$ cat src/mspt_pkg.sv
/*
 * mspt_pkg: register map, field positions, reset values and shared types
 * of the master/slave pulse timer pair.
 * Assumes a single 250 MHz clock and a plain strobe register port.
 */
package mspt_pkg;
    // ------------------------------------------------------------------
    // widths and timing
    // ------------------------------------------------------------------
    localparam int ADDR_W = 8;
    localparam int DATA_W = 16;
    localparam int CNT_W = 16;
    localparam int CLK_PERIOD_NS = 4;
    localparam int SYNC_STAGES = 2;

    // ------------------------------------------------------------------
    // register offsets (byte addresses)
    // ------------------------------------------------------------------
    localparam logic [7:0] OFF_PCLK = 8'h00;
    localparam logic [7:0] OFF_TRIG = 8'h04;
    localparam logic [7:0] OFF_MODE = 8'h08;
    localparam logic [7:0] OFF_MRLD = 8'h0C;
    localparam logic [7:0] OFF_SRLD = 8'h10;
    localparam logic [7:0] OFF_MCNT = 8'h14;
    localparam logic [7:0] OFF_SCNT = 8'h18;
    localparam logic [7:0] OFF_STAT = 8'h1C;
    localparam logic [7:0] OFF_TOUT = 8'h20;
    localparam logic [7:0] OFF_ISTA = 8'h24;
    localparam logic [7:0] OFF_ICLR = 8'h28;
    localparam logic [7:0] OFF_IENA = 8'h2C;

    // ------------------------------------------------------------------
    // field positions
    // ------------------------------------------------------------------
    localparam int PCLK_UNIT0 = 0;
    localparam int TRIG_START = 0;
    localparam int TRIG_STOP = 1;
    localparam int MODE_ONESHOT = 0;
    localparam int MODE_EDGE_LO = 1;
    localparam int MODE_EDGE_HI = 2;
    localparam int MODE_SWSTART = 3;
    localparam int MODE_LEVEL = 4;
    localparam int TOUT_VAL = 0;
    localparam int TOUT_OE = 1;
    localparam int IRQ_MASTER = 0;
    localparam int IRQ_SLAVE = 1;
    localparam int IRQ_W = 2;

    // ------------------------------------------------------------------
    // reset values
    // ------------------------------------------------------------------
    localparam logic [7:0] PCLK_RST = 8'h00;
    localparam logic [4:0] MODE_RST = 5'h00;
    localparam logic [15:0] RLD_RST = 16'h0000;
    localparam logic [15:0] CNT_ZERO = 16'h0000;
    localparam logic [15:0] CNT_ONE = 16'h0001;

    typedef enum logic [1:0] {
        MSPT_EDGE_FALL = 2'b00,
        MSPT_EDGE_RISE = 2'b01,
        MSPT_EDGE_BOTH = 2'b10,
        MSPT_EDGE_ANY = 2'b11
    } mspt_edge_e;

    // register port request
    typedef struct packed {
        logic [ADDR_W-1:0] addr;
        logic [DATA_W-1:0] wdata;
        logic wr;
        logic rd;
    } mspt_req_s;

    // timer pin group
    typedef struct packed {
        logic out;
        logic oe;
    } mspt_pin_s;
endpackage : mspt_pkg

$ cat src/mspt_chan_cnt.sv
/*
 * mspt_chan_cnt: one channel down counter with load, decrement and clear.
 * Assumes the parent decides when to load and when to count.
 */
`timescale 1ns/10ps
module mspt_chan_cnt #(
    parameter int CNT_W = mspt_pkg::CNT_W
) (
    // clock and reset
    input wire logic clk_sys,
    input wire logic rst_n,
    input wire logic ce,
    // control
    input wire logic clr,
    input wire logic load,
    input wire logic dec,
    input wire logic [CNT_W-1:0] reload,
    // state
    output logic [CNT_W-1:0] count,
    output logic is_zero
);
    typedef struct packed {
        logic [CNT_W-1:0] cnt;
    } mspt_cnt_s;

    mspt_cnt_s st_ff;
    mspt_cnt_s nxt_st;

    always_comb begin
        nxt_st = st_ff;
        if (clr) begin
            nxt_st.cnt = '0;
        end else if (load) begin
            nxt_st.cnt = reload;
        end else if (dec && (st_ff.cnt != '0)) begin
            nxt_st.cnt = st_ff.cnt - CNT_W'(1);
        end
    end

    always_ff @(posedge clk_sys) begin
        if (!rst_n) begin
            st_ff <= '0;
        end else if (ce) begin
            st_ff <= nxt_st;
        end
    end

    assign count = st_ff.cnt;
    assign is_zero = (st_ff.cnt == '0);
endmodule // mspt_chan_cnt

$ cat src/mspt_pair.sv
/*
 * mspt_pair: master/slave channel pair producing PWM or one-shot pulses.
 * Assumes one clock, a plain strobe register port, and a timer input pin
 * that is asynchronous and is synchronised here.
 */
// Design decisions made here: the plain strobed port and the placing of the registers.
// How it works
// - start and stop trigger bits self-clear, they always read back zero
// - in pwm the master raises its interrupt as it starts, starting slave
// - pwm master loads reload, counts down, at zero interrupts and reloads
// - each master interrupt loads the slave reload into the slave counter
// - slave output active one count after interrupt, off and stop at zero
// - both counters always readable; channel status (enables, wait, run, output) reads from STAT
// - stop clears both enable flags, counters and output level hold
// - unit enable low resets every circuit but the clock enables and the input synchroniser and returns pin to port mode
// - one-shot start sets both enables, master waits for an input edge or, with sw_start, loads at once
// - one-shot master loads on trigger, at zero interrupts and waits
// - the slave is channel n+1 of an even master channel n
// - without an input pin the master uses software trigger start only
`timescale 1ns/10ps
module mspt_pair #(
    parameter int MASTER_CH = 0,
    parameter bit HAS_INPUT_PIN = 1'b1
) (
    // clock, reset, enable
    input wire logic clk_sys,
    input wire logic rst_n,
    input wire logic ce,
    // register port
    input wire mspt_pkg::mspt_req_s req,
    output logic [mspt_pkg::DATA_W-1:0] rdata,
    // timer pins
    input wire logic master_input_pin,
    output mspt_pkg::mspt_pin_s slave_pin,
    // interrupts
    output logic master_period_interrupt,
    output logic irq
);
    localparam int SLAVE_CH = MASTER_CH + 1;
    localparam int CW = mspt_pkg::CNT_W;

    // ------------------------------------------------------------------
    // state
    // ------------------------------------------------------------------
    typedef struct packed {
        logic [7:0] pclk;
        logic [4:0] mode;
        logic [CW-1:0] m_reload;
        logic [CW-1:0] s_reload;
        logic en_m;
        logic en_s;
        logic m_wait;
        logic m_run;
        logic s_run;
        logic s_out;
        logic oe;
        logic m_pulse;
        logic s_pulse;
        logic [mspt_pkg::IRQ_W-1:0] ista;
        logic [mspt_pkg::IRQ_W-1:0] iena;
        logic sync1;
        logic sync2;
        logic prev;
        logic [mspt_pkg::DATA_W-1:0] rdata;
    } mspt_st_s;

    mspt_st_s st_ff;
    mspt_st_s nxt_st;

    logic [CW-1:0] m_count;
    logic [CW-1:0] s_count;
    logic m_zero;
    logic s_zero;
    logic m_load;
    logic m_dec;
    logic s_load;
    logic s_dec;
    logic unit_off;

    function automatic logic hit(input logic [mspt_pkg::ADDR_W-1:0] a,
                                 input logic [7:0] off);
        hit = (a == off);
    endfunction

    // ------------------------------------------------------------------
    // channel counters
    // ------------------------------------------------------------------
    mspt_chan_cnt #(.CNT_W(CW)) u_master (
        .clk_sys(clk_sys),
        .rst_n(rst_n),
        .ce(ce),
        .clr(unit_off),
        .load(m_load),
        .dec(m_dec),
        .reload(st_ff.m_reload),
        .count(m_count),
        .is_zero(m_zero)
    );

    mspt_chan_cnt #(.CNT_W(CW)) u_slave (
        .clk_sys(clk_sys),
        .rst_n(rst_n),
        .ce(ce),
        .clr(unit_off),
        .load(s_load),
        .dec(s_dec),
        .reload(st_ff.s_reload),
        .count(s_count),
        .is_zero(s_zero)
    );

    // ------------------------------------------------------------------
    // next state
    // ------------------------------------------------------------------
    logic wr_trig;
    logic start;
    logic stop;
    logic oneshot;
    logic sw_start;
    logic edge_ok;
    logic rise;
    logic fall;
    mspt_pkg::mspt_edge_e esel;

    always_comb begin
        nxt_st = st_ff;
        m_load = 1'b0;
        m_dec = 1'b0;
        s_load = 1'b0;
        s_dec = 1'b0;
        wr_trig = req.wr && hit(req.addr, mspt_pkg::OFF_TRIG);
        // triggers act for the write cycle only and are never stored
        start = wr_trig && req.wdata[mspt_pkg::TRIG_START];
        stop = wr_trig && req.wdata[mspt_pkg::TRIG_STOP];
        oneshot = st_ff.mode[mspt_pkg::MODE_ONESHOT];
        // no pin means the start trigger is the only trigger
        sw_start = st_ff.mode[mspt_pkg::MODE_SWSTART] || !HAS_INPUT_PIN;
        esel = mspt_pkg::mspt_edge_e'(
            st_ff.mode[mspt_pkg::MODE_EDGE_HI:mspt_pkg::MODE_EDGE_LO]);
        rise = st_ff.sync2 && !st_ff.prev;
        fall = !st_ff.sync2 && st_ff.prev;
        case (esel)
            mspt_pkg::MSPT_EDGE_FALL: edge_ok = fall;
            mspt_pkg::MSPT_EDGE_RISE: edge_ok = rise;
            mspt_pkg::MSPT_EDGE_BOTH: edge_ok = rise || fall;
            mspt_pkg::MSPT_EDGE_ANY: edge_ok = rise || fall;
            default: edge_ok = 1'b0;
        endcase
        edge_ok = edge_ok && HAS_INPUT_PIN;

        nxt_st.sync1 = master_input_pin;
        nxt_st.sync2 = st_ff.sync1;
        nxt_st.prev = st_ff.sync2;
        nxt_st.m_pulse = 1'b0;
        nxt_st.s_pulse = 1'b0;

        // master channel
        if (st_ff.m_run && st_ff.en_m) begin
            if (m_zero) begin
                nxt_st.m_pulse = 1'b1;
                if (oneshot) begin
                    nxt_st.m_run = 1'b0;
                    nxt_st.m_wait = 1'b1;
                end else begin
                    m_load = 1'b1;
                end
            end else begin
                m_dec = 1'b1;
            end
        end else if (st_ff.m_wait && st_ff.en_m && edge_ok) begin
            // edges that arrive while counting are ignored
            m_load = 1'b1;
            nxt_st.m_run = 1'b1;
            nxt_st.m_wait = 1'b0;
        end

        // slave channel, driven only by the master interrupt
        if (st_ff.m_pulse && st_ff.en_s) begin
            s_load = 1'b1;
            nxt_st.s_run = 1'b1;
            nxt_st.s_out = 1'b1;
        end else if (st_ff.s_run && st_ff.en_s) begin
            if (s_zero) begin
                nxt_st.s_run = 1'b0;
                nxt_st.s_out = 1'b0;
                nxt_st.s_pulse = 1'b1;
            end else begin
                s_dec = 1'b1;
            end
        end

        // triggers; stop wins over start in the same write
        if (stop) begin
            nxt_st.en_m = 1'b0;
            nxt_st.en_s = 1'b0;
            nxt_st.m_run = 1'b0;
            nxt_st.m_wait = 1'b0;
            nxt_st.s_run = 1'b0;
            nxt_st.s_out = st_ff.s_out;
            nxt_st.m_pulse = 1'b0;
            m_load = 1'b0;
            m_dec = 1'b0;
            s_load = 1'b0;
            s_dec = 1'b0;
        end else if (start) begin
            nxt_st.en_m = 1'b1;
            nxt_st.en_s = 1'b1;
            if (!oneshot) begin
                m_load = 1'b1;
                m_dec = 1'b0;
                nxt_st.m_run = 1'b1;
                nxt_st.m_wait = 1'b0;
                nxt_st.m_pulse = 1'b1;
            end else if (sw_start) begin
                m_load = 1'b1;
                m_dec = 1'b0;
                nxt_st.m_run = 1'b1;
                nxt_st.m_wait = 1'b0;
            end else begin
                m_dec = 1'b0;
                m_load = 1'b0;
                nxt_st.m_run = 1'b0;
                nxt_st.m_wait = 1'b1;
            end
        end

        // register writes
        if (req.wr) begin
            if (hit(req.addr, mspt_pkg::OFF_PCLK)) begin
                nxt_st.pclk = req.wdata[7:0];
            end
            if (hit(req.addr, mspt_pkg::OFF_MODE)) begin
                nxt_st.mode = req.wdata[4:0];
            end
            if (hit(req.addr, mspt_pkg::OFF_MRLD)) begin
                nxt_st.m_reload = req.wdata[CW-1:0];
            end
            if (hit(req.addr, mspt_pkg::OFF_SRLD)) begin
                nxt_st.s_reload = req.wdata[CW-1:0];
            end
            if (hit(req.addr, mspt_pkg::OFF_TOUT)) begin
                nxt_st.oe = req.wdata[mspt_pkg::TOUT_OE];
                // a level write never fights a running or starting slave
                if (!nxt_st.s_run) begin
                    nxt_st.s_out = req.wdata[mspt_pkg::TOUT_VAL];
                end
            end
            if (hit(req.addr, mspt_pkg::OFF_IENA)) begin
                nxt_st.iena = req.wdata[mspt_pkg::IRQ_W-1:0];
            end
        end

        // sticky events: a new event beats a clear in the same cycle
        nxt_st.ista = st_ff.ista;
        if (req.wr && hit(req.addr, mspt_pkg::OFF_ICLR)) begin
            nxt_st.ista = st_ff.ista & ~req.wdata[mspt_pkg::IRQ_W-1:0];
        end
        nxt_st.ista[mspt_pkg::IRQ_MASTER] =
            nxt_st.ista[mspt_pkg::IRQ_MASTER] | nxt_st.m_pulse;
        nxt_st.ista[mspt_pkg::IRQ_SLAVE] =
            nxt_st.ista[mspt_pkg::IRQ_SLAVE] | nxt_st.s_pulse;

        // read data, one cycle after the strobe
        nxt_st.rdata = '0;
        if (req.rd) begin
            case (req.addr)
                mspt_pkg::OFF_PCLK: nxt_st.rdata = {8'h00, st_ff.pclk};
                mspt_pkg::OFF_MODE: nxt_st.rdata = {11'h000, st_ff.mode};
                mspt_pkg::OFF_MRLD: nxt_st.rdata = st_ff.m_reload;
                mspt_pkg::OFF_SRLD: nxt_st.rdata = st_ff.s_reload;
                mspt_pkg::OFF_MCNT: nxt_st.rdata = m_count;
                mspt_pkg::OFF_SCNT: nxt_st.rdata = s_count;
                mspt_pkg::OFF_STAT: nxt_st.rdata = {10'h000, st_ff.s_out,
                    st_ff.s_run, st_ff.m_run, st_ff.m_wait, st_ff.en_s,
                    st_ff.en_m};
                mspt_pkg::OFF_TOUT: nxt_st.rdata = {14'h0000, st_ff.oe,
                    st_ff.s_out};
                mspt_pkg::OFF_ISTA: nxt_st.rdata = {14'h0000, st_ff.ista};
                mspt_pkg::OFF_IENA: nxt_st.rdata = {14'h0000, st_ff.iena};
                default: nxt_st.rdata = '0;
            endcase
        end

        // unit powered off: everything but the clock enables and the input synchroniser goes home
        if (!st_ff.pclk[mspt_pkg::PCLK_UNIT0]) begin
            nxt_st = '0;
            nxt_st.pclk = st_ff.pclk;
            nxt_st.sync1 = master_input_pin;
            nxt_st.sync2 = st_ff.sync1;
            nxt_st.prev = st_ff.sync2;
            if (req.wr && hit(req.addr, mspt_pkg::OFF_PCLK)) begin
                nxt_st.pclk = req.wdata[7:0];
            end
            if (req.rd && hit(req.addr, mspt_pkg::OFF_PCLK)) begin
                nxt_st.rdata = {8'h00, st_ff.pclk};
            end
            m_load = 1'b0;
            m_dec = 1'b0;
            s_load = 1'b0;
            s_dec = 1'b0;
        end
    end

    assign unit_off = !st_ff.pclk[mspt_pkg::PCLK_UNIT0];

    always_ff @(posedge clk_sys) begin
        if (!rst_n) begin
            st_ff <= '0;
        end else if (ce) begin
            st_ff <= nxt_st;
        end
    end

    // ------------------------------------------------------------------
    // outputs
    // ------------------------------------------------------------------
    // level bit inverts the active sense; pin released when unit is off
    assign slave_pin.out = st_ff.s_out ^ st_ff.mode[mspt_pkg::MODE_LEVEL];
    assign slave_pin.oe = st_ff.oe && !unit_off;
    assign master_period_interrupt = st_ff.m_pulse;
    assign irq = |(st_ff.ista & st_ff.iena);
    assign rdata = st_ff.rdata;

    // ------------------------------------------------------------------
    // assertions
    // ------------------------------------------------------------------
    property p_trig_reads_zero;
        @(posedge clk_sys) disable iff (!rst_n)
        (ce && req.rd && hit(req.addr, mspt_pkg::OFF_TRIG)) |=> (rdata == '0);
    endproperty
    a_trig_reads_zero: assert property (p_trig_reads_zero)
        else $error("trigger register did not read zero");

    property p_pwm_start_irq;
        @(posedge clk_sys) disable iff (!rst_n)
        (ce && start && !stop && !oneshot && !unit_off)
        |=> master_period_interrupt && st_ff.en_s;
    endproperty
    a_pwm_start_irq: assert property (p_pwm_start_irq)
        else $error("pwm start raised no master interrupt");

    property p_pwm_reload;
        @(posedge clk_sys) disable iff (!rst_n)
        (ce && st_ff.m_run && st_ff.en_m && m_zero && !oneshot && !stop
         && !start && !unit_off)
        |=> (m_count == $past(st_ff.m_reload)) && master_period_interrupt;
    endproperty
    a_pwm_reload: assert property (p_pwm_reload)
        else $error("master did not reload at zero");

    property p_slave_load;
        @(posedge clk_sys) disable iff (!rst_n)
        (ce && master_period_interrupt && st_ff.en_s && !stop && !unit_off)
        |=> (s_count == $past(st_ff.s_reload)) && st_ff.s_out;
    endproperty
    a_slave_load: assert property (p_slave_load)
        else $error("slave did not load on master interrupt");

    property p_slave_end;
        @(posedge clk_sys) disable iff (!rst_n)
        (ce && st_ff.s_run && st_ff.en_s && s_zero && !master_period_interrupt
         && !stop && !unit_off) |=> !st_ff.s_out && !st_ff.s_run;
    endproperty
    a_slave_end: assert property (p_slave_end)
        else $error("slave output not cleared at zero");

    property p_stop_hold;
        @(posedge clk_sys) disable iff (!rst_n)
        (ce && stop && !unit_off) |=> !st_ff.en_m && !st_ff.en_s
        && (st_ff.s_out == $past(st_ff.s_out))
        && (m_count == $past(m_count)) && (s_count == $past(s_count));
    endproperty
    a_stop_hold: assert property (p_stop_hold)
        else $error("stop did not freeze the pair");

    property p_unit_off;
        @(posedge clk_sys) disable iff (!rst_n)
        (ce && unit_off) |=> (m_count == '0) && (s_count == '0)
        && !slave_pin.oe && !st_ff.en_m;
    endproperty
    a_unit_off: assert property (p_unit_off)
        else $error("unit off did not initialise the pair");

    property p_oneshot_wait;
        @(posedge clk_sys) disable iff (!rst_n)
        (ce && start && !stop && oneshot && !sw_start && !unit_off)
        |=> st_ff.en_m && st_ff.en_s && st_ff.m_wait
        && (m_count == $past(m_count));
    endproperty
    a_oneshot_wait: assert property (p_oneshot_wait)
        else $error("one-shot start did not wait for an edge");

    property p_oneshot_halt;
        @(posedge clk_sys) disable iff (!rst_n)
        (ce && oneshot && st_ff.m_run && st_ff.en_m && m_zero && !stop
         && !start && !unit_off)
        |=> st_ff.m_wait && !st_ff.m_run && master_period_interrupt;
    endproperty
    a_oneshot_halt: assert property (p_oneshot_halt)
        else $error("one-shot master did not halt at zero");

    c_pwm_cycle: cover property (@(posedge clk_sys) disable iff (!rst_n)
        master_period_interrupt && !oneshot ##[1:40] master_period_interrupt);
    c_oneshot_edge: cover property (@(posedge clk_sys) disable iff (!rst_n)
        st_ff.m_wait && edge_ok ##1 st_ff.m_run);
    c_slave_pulse: cover property (@(posedge clk_sys) disable iff (!rst_n)
        st_ff.s_out ##[1:40] !st_ff.s_out);
    c_irq: cover property (@(posedge clk_sys) disable iff (!rst_n) irq);
endmodule // mspt_pair

$ cat config.mk
export PLATFORM = sky130hd
export DESIGN_NAME = mspt_pair
export DESIGN_NICKNAME = d
export VERILOG_FILES = /design/src/mspt_pkg.sv /design/src/mspt_chan_cnt.sv /design/src/mspt_pair.sv
export SDC_FILE = /design/constraint.sdc
export NUM_CORES = 1
export LEC_CHECK = 0
export BUFFER_PORTS_ARGS = -buffer_cell sky130_fd_sc_hd__buf_2
export CAP_MARGIN = 20
export CORE_MARGIN = 2
export CORE_UTILIZATION = 45
export DETAILED_ROUTE_END_ITERATION = 8
export PLACE_DENSITY_LB_ADDON = 0.3
export SETUP_SLACK_MARGIN = 0.05
export SLEW_MARGIN = 30
export SYNTH_ARGS = -nofsm -noshare
export SYNTH_HDL_FRONTEND = slang
export SYNTH_HIERARCHICAL = 1
export SYNTH_SLANG_ARGS = --single-unit
$ cat constraint.sdc
create_clock -name clk_sys -period 3.1 [get_ports clk_sys]
set_input_delay 0.31 -clock clk_sys [delete_from_list [all_inputs] [get_ports clk_sys]]
set_output_delay 0.31 -clock clk_sys [all_outputs]
set_load 0.005 [all_outputs]
**Yosys cells after proc, flatten, opt, wreduce, memory -nomap -nowiden**

Index checks and enable logic that the tools add are counted.

- Order comparisons: 0
- Eq/ne operators: 27
- Bitwise logic cells: 6
- Muxes and demuxes: 65
- Divide/modulo/power cells: 0
- Shift-type cells: 0
- Multiply operators: 0
- $add $sub $neg: 2
- Reduce and logical (&&, ||, !) cells: 38

Operators by type and width:

| kind | count |
|---|---|
| $pmux W16 S10 | 1 |
| $mux W16 | 9 |
| $mux W77 | 1 |
| $mux W45 | 1 |
| $eq A8 B5 Y1 const B | 4 |
| $eq A8 B6 Y1 const B | 4 |
| $logic_not A16 Y1 | 2 |
| $reduce_bool A16 Y1 | 2 |
| $sub A16 B1 Y16 const B | 2 |
| $mux W1 | 31 |
| $mux W2 | 15 |
| $mux W8 | 3 |
| $eq A8 B4 Y1 const B | 2 |
| $logic_and A1 B1 Y1 | 16 |
| $reduce_and A3 Y1 | 5 |
| $ne A2 B1 Y1 const B | 6 |
| $ne A5 B5 Y1 const B | 2 |
| $ne A3 B1 Y1 const B | 3 |
| $eq A8 B3 Y1 const B | 1 |
| $logic_not A8 Y1 | 1 |
| $mux W4 | 2 |
| $reduce_and A4 Y1 | 2 |
| $reduce_and A2 Y1 | 3 |
| $mux W5 | 1 |
| 14 further kinds | 19 |

- Input port bits: 30
- Register bits: 108
- Word-level logic and storage cells: 159
- Memory bits (read-only): 0
- Memories: 0
- Latch bits: 0
- Bits in writable memories: 0

**Logic depth before layout (Yosys ltp)**

- Depth in word-level cells: 12
- Depth in mapped cells: 16
- Gate-level depth less buffers: 14

**Hierarchy**

The synthesis kept the hierarchy.

By module, submodules not included:

| module | area an instance (µm²) | cells each | instances |
|---|---|---|---|
| mspt_pair | 4,175.3 | 489 | 1 |
| mspt_chan_cnt | 1,102.3 | 137 | 2 |

**Least setup slack after synthesis**

Ideal clock, no wire load.

- Path kind: reg2reg
- Start: register u_master.st_ff, in the netlist u_master/count[0]
- End: register u_master.st_ff, in the netlist u_master/count[5]
- Data arrival time: 2,830 ps
- Clock period less this slack: 2,903 ps
- Slack: 197 ps
- Cell stages (with the launch flop): 17
- Setup time: 73 ps
- Path through: dfxtp_1 -> inv_1 -> ha_1 -> nor3b_2 -> nand4b_2 -> nor2_1 -> nand3_1 -> a31oi_1 -> a21oi_1 -> nor2_1 -> buf_6 -> or2_2 -> o21ai_2 -> o21bai_4 -> buf_6 -> nand3b_4 -> o22ai_2

- Elaborated cells on any way between the ends: 19
- Those cells by class: add/sub: 1; eq/ne: 1; mux: 13; reduce/logical: 4

RTL lines:

| element | RTL line | text |
|---|---|---|
| from (decl) | mspt_chan_cnt.sv:26 | `mspt_cnt_s st_ff;` |
| from (signal assigned) | mspt_chan_cnt.sv:44 | `st_ff <= nxt_st;` |
| $logic_not A16 Y1 (*) | mspt_chan_cnt.sv:49 | `assign is_zero = (st_ff.cnt == '0);` |
| net m_zero | mspt_pair.sv:72 | `logic m_zero;` |
| $mux W1 (*) | mspt_pair.sv:159 | `if (m_zero) begin` |
| $mux W1 (*) | mspt_pair.sv:158 | `if (st_ff.m_run && st_ff.en_m) begin` |
| $mux W1 (*) | mspt_pair.sv:205 | `end else if (start) begin` |
| $mux W1 (*) | mspt_pair.sv:193 | `if (stop) begin` |
| $mux W1 (*) | mspt_pair.sv:285 | `if (!st_ff.pclk[mspt_pkg::PCLK_UNIT0]) begin` |
| net m_load | mspt_pair.sv:74 | `logic m_load;` |
| $ne A3 B1 Y1 (no line) or $mux W16 (tied branches) | n/a |  |
| $reduce_and A2 Y1 (no line) or $mux W16 (tied branches) | n/a |  |

The timed path passes the listed nets; every way through them passes the cells marked *. The select of a mux whose other input is x is not followed.
A chain may end at the register's enable or synchronous reset.

**Final worst setup path**

- Start: register u_slave.st_ff, in the netlist u_slave/count[0]
- End: register u_slave.st_ff, in the netlist u_slave/count[3]

- Longest elaborated chain between the ends: 9
- Elaborated cells on any way between the ends: 14
- Those cells by class: add/sub: 1; eq/ne: 1; mux: 8; reduce/logical: 4

RTL lines:

| element | RTL line | text |
|---|---|---|
| from (decl) | mspt_chan_cnt.sv:26 |  |
| from (signal assigned) | mspt_chan_cnt.sv:44 |  |
| $logic_not A16 Y1 | mspt_chan_cnt.sv:49 |  |
| net s_zero | mspt_pair.sv:73 | `logic s_zero;` |
| $mux W1 | mspt_pair.sv:183 | `if (s_zero) begin` |
| $mux W1 | mspt_pair.sv:182 | `end else if (st_ff.s_run && st_ff.en_s) begin` |
| $mux W1 | mspt_pair.sv:178 | `if (st_ff.m_pulse && st_ff.en_s) begin` |
| $mux W1 | mspt_pair.sv:193 |  |
| $mux W1 | mspt_pair.sv:285 |  |
| net s_dec | mspt_pair.sv:77 | `logic s_dec;` |
| $logic_and A1 B1 Y1 | mspt_chan_cnt.sv:35 | `end else if (dec && (st_ff.cnt != '0)) begin` |
| $ne A3 B1 Y1 (no line) | n/a |  |
| $reduce_and A2 Y1 (no line) | n/a |  |

The timed path passes the listed nets, and every way through them passes these cells. The select of a mux whose other input is x is not followed.

==> results.sh <==
export IMPL_die_h_um=123
export IMPL_clkLatencyLatePin_ns=0.36
export IMPL_synth_cell_type_count=81
export IMPL_final_setup_vio_count=0
export IMPL_grt_total_usage_pct=27.0
export IMPL_timing_critical_path_to_type="flop"
export IMPL_root_buffer="clkbuf_16"
export IMPL_final_fill_count=1340
export IMPL_cts_setup_buffers=0
export IMPL_worst_r2r_path_cells=11
export IMPL_synthArstFlopShare_pct=0
export IMPL_timing_critical_path_to="u_slave/count[3]$_SDFFE_PN0P_"
export IMPL_final_core_utilization_pct=50.4
export IMPL_globalplace_congestion=0.933
export IMPL_setup_crit_path_kind="flop to flop"
export IMPL_number_of_buffers_created_by_cts=9
export IMPL_drv_cap=0
export IMPL_max_slew_vio_count=0
export IMPL_cts_max_level=3
export IMPL_hold_path_startpoint="master_input_pin"
export IMPL_worstPathMaxFanout=8
export IMPL_timing_critical_path_arrival_ns=3.16
export IMPL_worst_endpoint_required_ns=3.35
export IMPL_fmax_ghz=0.344
export IMPL_grt_pass1_vias=5676
export IMPL_slew_limit_headroom_pct=47.0
export IMPL_groute_layer_met1_usage_pct=37.8
export IMPL_row_count=43
export IMPL_synth_seq_cells=107
export IMPL_synth_area_per_cell_um2=8.36
export IMPL_synthesis_instances=763
export IMPL_fin_crit_sh_pct=93.8
export IMPL_fin_crit_ns=2.91
export IMPL_die_area_um2=15100
export IMPL_outcome="complete, no violations"
export IMPL_grt_met3_usage_pct=7.33
export IMPL_r2r_end="u_slave/count[3]$_SDFFE_PN0P_"
export IMPL_startpoint_type="flop"
export IMPL_synthesis_area_um2=6380
export IMPL_antenna_found_initial=0
export IMPL_design_final_nets=826
export IMPL_setup_tns_ns=0
export IMPL_grt_max_degree=45
export IMPL_hold_buffers=0
export IMPL_worst_setup_hold_path_clk_slew_ns=0.07
export IMPL_gr_total_overflow=0
export IMPL_hold_ws_ns=0.188
export IMPL_timing_critical_path_from="u_slave/count[0]$_SDFFE_PN0P_"
export IMPL_vias_per_cell=6.31
export IMPL_n_antenna_cell=0
export IMPL_detail_route_drc_violations=0
export IMPL_floorplan_die_width_um=123
export IMPL_layoutNonFillerInstCount=975
export IMPL_cts_repair_resized=0
export IMPL_synth_enable_flop_cells=0
export IMPL_synth_nets=797
export IMPL_count_of_tritonroute_iterations_in_the_first_routing_pass=6
export IMPL_peakVddDrop_mv=0.306
export IMPL_count_of_input_and_output_buffers=49
export IMPL_synth_sequential_area_ratio_pct=33.6
export IMPL_timing_hold_violations_final=0
export IMPL_rsz0062_at_grt="true"
export IMPL_worst_r2r_startpoint="u_slave/count[0]$_SDFFE_PN0P_"
export IMPL_grt_first_pass_wirelength_mm=31.2
export IMPL_cts_max_path_buffers=2
export IMPL_ios=50
export IMPL_hp_class="primary input to flop"
export IMPL_routed_via_count=6156
export IMPL_dominantRegCellSynth="dfxtp_1"
export IMPL_numPlacedInstances=961
export IMPL_cts_tree="yes"
export IMPL_syn2layout_area_growth_pct=9.71
export IMPL_skew_ns=0.00766
export IMPL_powerDensity_nw_per_um2=394
export IMPL_leakage_uw=0.00282
export IMPL_post_route_cells_drive_above_1_share_pct=19.9
export IMPL_detailed_place_hpwl_mm=14.5
export IMPL_worst_slew_pin_transition_ns=0.788
export IMPL_cts_sinks=107
export IMPL_final_wirelength_mm=19.9
export IMPL_groute_layer_met2_usage_pct=40.3
export IMPL_core_area_um2=13900
export IMPL_synth_warnings=6
export IMPL_ant_nets=0
export IMPL_slack_of_the_worst_reg_to_reg_path_ns=0.19
export IMPL_floorplan_initialDensity_pct=46.0
export IMPL_drt_first_iter_violations=841
export IMPL_wire_per_inst_um=20.4
export IMPL_global_route_layer_with_the_greatest_usage="met2"
critical path, cell delays in order (launching register included):
cell      delay [ns]
dfxtp_1         0.47
inv_1           0.11
ha_1            0.23
nor3b_2         0.20
nand4b_2        0.21
nor2_1          0.13
nor4b_2         0.45
o21ai_2         0.12
buf_4           0.18
or4_1           0.40
o211ai_1        0.22
o21ai_2         0.07
cells in the mapped netlist (6+ instances only):
master       n  area share (%)
a21o_1       9             1.1
a21oi_1     66             5.2
a222oi_1     9             1.4
a31oi_1      8            0.78
and2_1       6            0.59
and3_1      19             1.9
buf_2        8            0.63
buf_4       16             1.9
buf_6       11             1.9
clkbuf_1    21             1.2
dfxtp_1    107              34
inv_1       17             1.0
mux2i_1     40             6.3
nand2_1     97             5.7
nand2b_1     6            0.59
nand3_1     19             1.5
nor2_1      72             4.2
nor3_1      15             1.2
nor4_1       8            0.78
o211ai_1    12             1.4
o21ai_0     25             2.0
o21ai_2     13             1.8
o22ai_1      8            0.78
o2bb2ai_1    7            0.96
o31a_1       8             1.1
or3_1        9            0.88
or4_1        7            0.82
metal layers:
layer,vias up,part of all wire [%]
li1,2859,-
met1,2918,43
met2,341,44
met3,38,10
met4,0,2.3
met5,-,0
cell usage in the layout (no fill, tap or decap), types with 6 or more instances in the layout:
master       n
o31a_1       8
buf_2       49
o21ai_0     25
nor3_1      15
o211ai_1    12
o2bb2ai_1    7
and2_1       6
or3_1        9
nor2_1      68
inv_1       16
o21ai_2     14
a21oi_1     66
dfxtp_1    106
mux2i_1     40
a222oi_1     9
nand2_1     97
buf_4       30
nand3_1     19
nand2b_1     6
or4_1        7
nor4_1       8
o22ai_1      8
clkbuf_16    9
and3_1      19
a31oi_1      8
a21o_1       9
through the flow:
step / setup WS (ns) / total power, µW / cell area [µm²]
2_1_floorplan: 0.197 / 1550 / 6380
3_3_place_gp: 0.113 / 1620 / 6690
3_5_place_dp: 0.0876 / 1630 / 6690
4_1_cts: 0.0875 / 2780 / 6980
5_1_grt: 0.0335 / 2840 / 7000
6_report: 0.191 / 2760 / 7000
sequential cells by signal (all words and copies together), names as in the netlist:
signal	flops
st_ff	55
master_period_interrupt	1
oneshot	1
esel	2
u_slave/count	16
u_master/count	16
rdata	16
worst min path at each step:
stage	cells after the start	end	slack [ns]
2_1_floorplan	2	st_ff[22]$_SDFFE_PN0P_	0.43
3_3_place_gp	1	rdata[13]$_SDFFE_PN0P_	0.43
3_5_place_dp	1	rdata[15]$_SDFFE_PN0P_	0.43
4_1_cts	3	st_ff[18]$_SDFFE_PN0P_	0.19
5_1_grt	3	st_ff[18]$_SDFFE_PN0P_	0.20
6_report	3	st_ff[18]$_SDFFE_PN0P_	0.19
cell families (layout without fill, tap and decap cells):
kind of cell | Yosys count | after routing | synth area share (%)
flip-flops | 107 | 107 | 33.6
buffers and inverters | 78 | 110 | 7.16
multiplexers | 45 | 45 | 7.33
AO/OA/AOI/OAI | 218 | 218 | 24.0
XOR/XNOR | 3 | 3 | 0.412
adder cells (fa/ha/maj) | 4 | 4 | 0.784
AND/OR/NAND/NOR | 308 | 308 | 26.8
area by class of cell:
type | instances | area, µm² | area share [%]
clock inverters | 4 | 53.8 | 0.769
repair buffers | 79 | 470 | 6.72
well taps | 180 | 225 | 3.22
multi-input cells | 578 | 3810 | 54.5
clock buffers | 10 | 229 | 3.27
flip-flops and latches | 107 | 2140 | 30.6
inverters | 17 | 63.8 | 0.912
power by group:
group	switching [µW]	internal [µW]
combinational	146	74.0
sequential	4.14	1380
clock	536	620
total	686	2070
No activity file was read; power rests on OpenSTA's default activity.
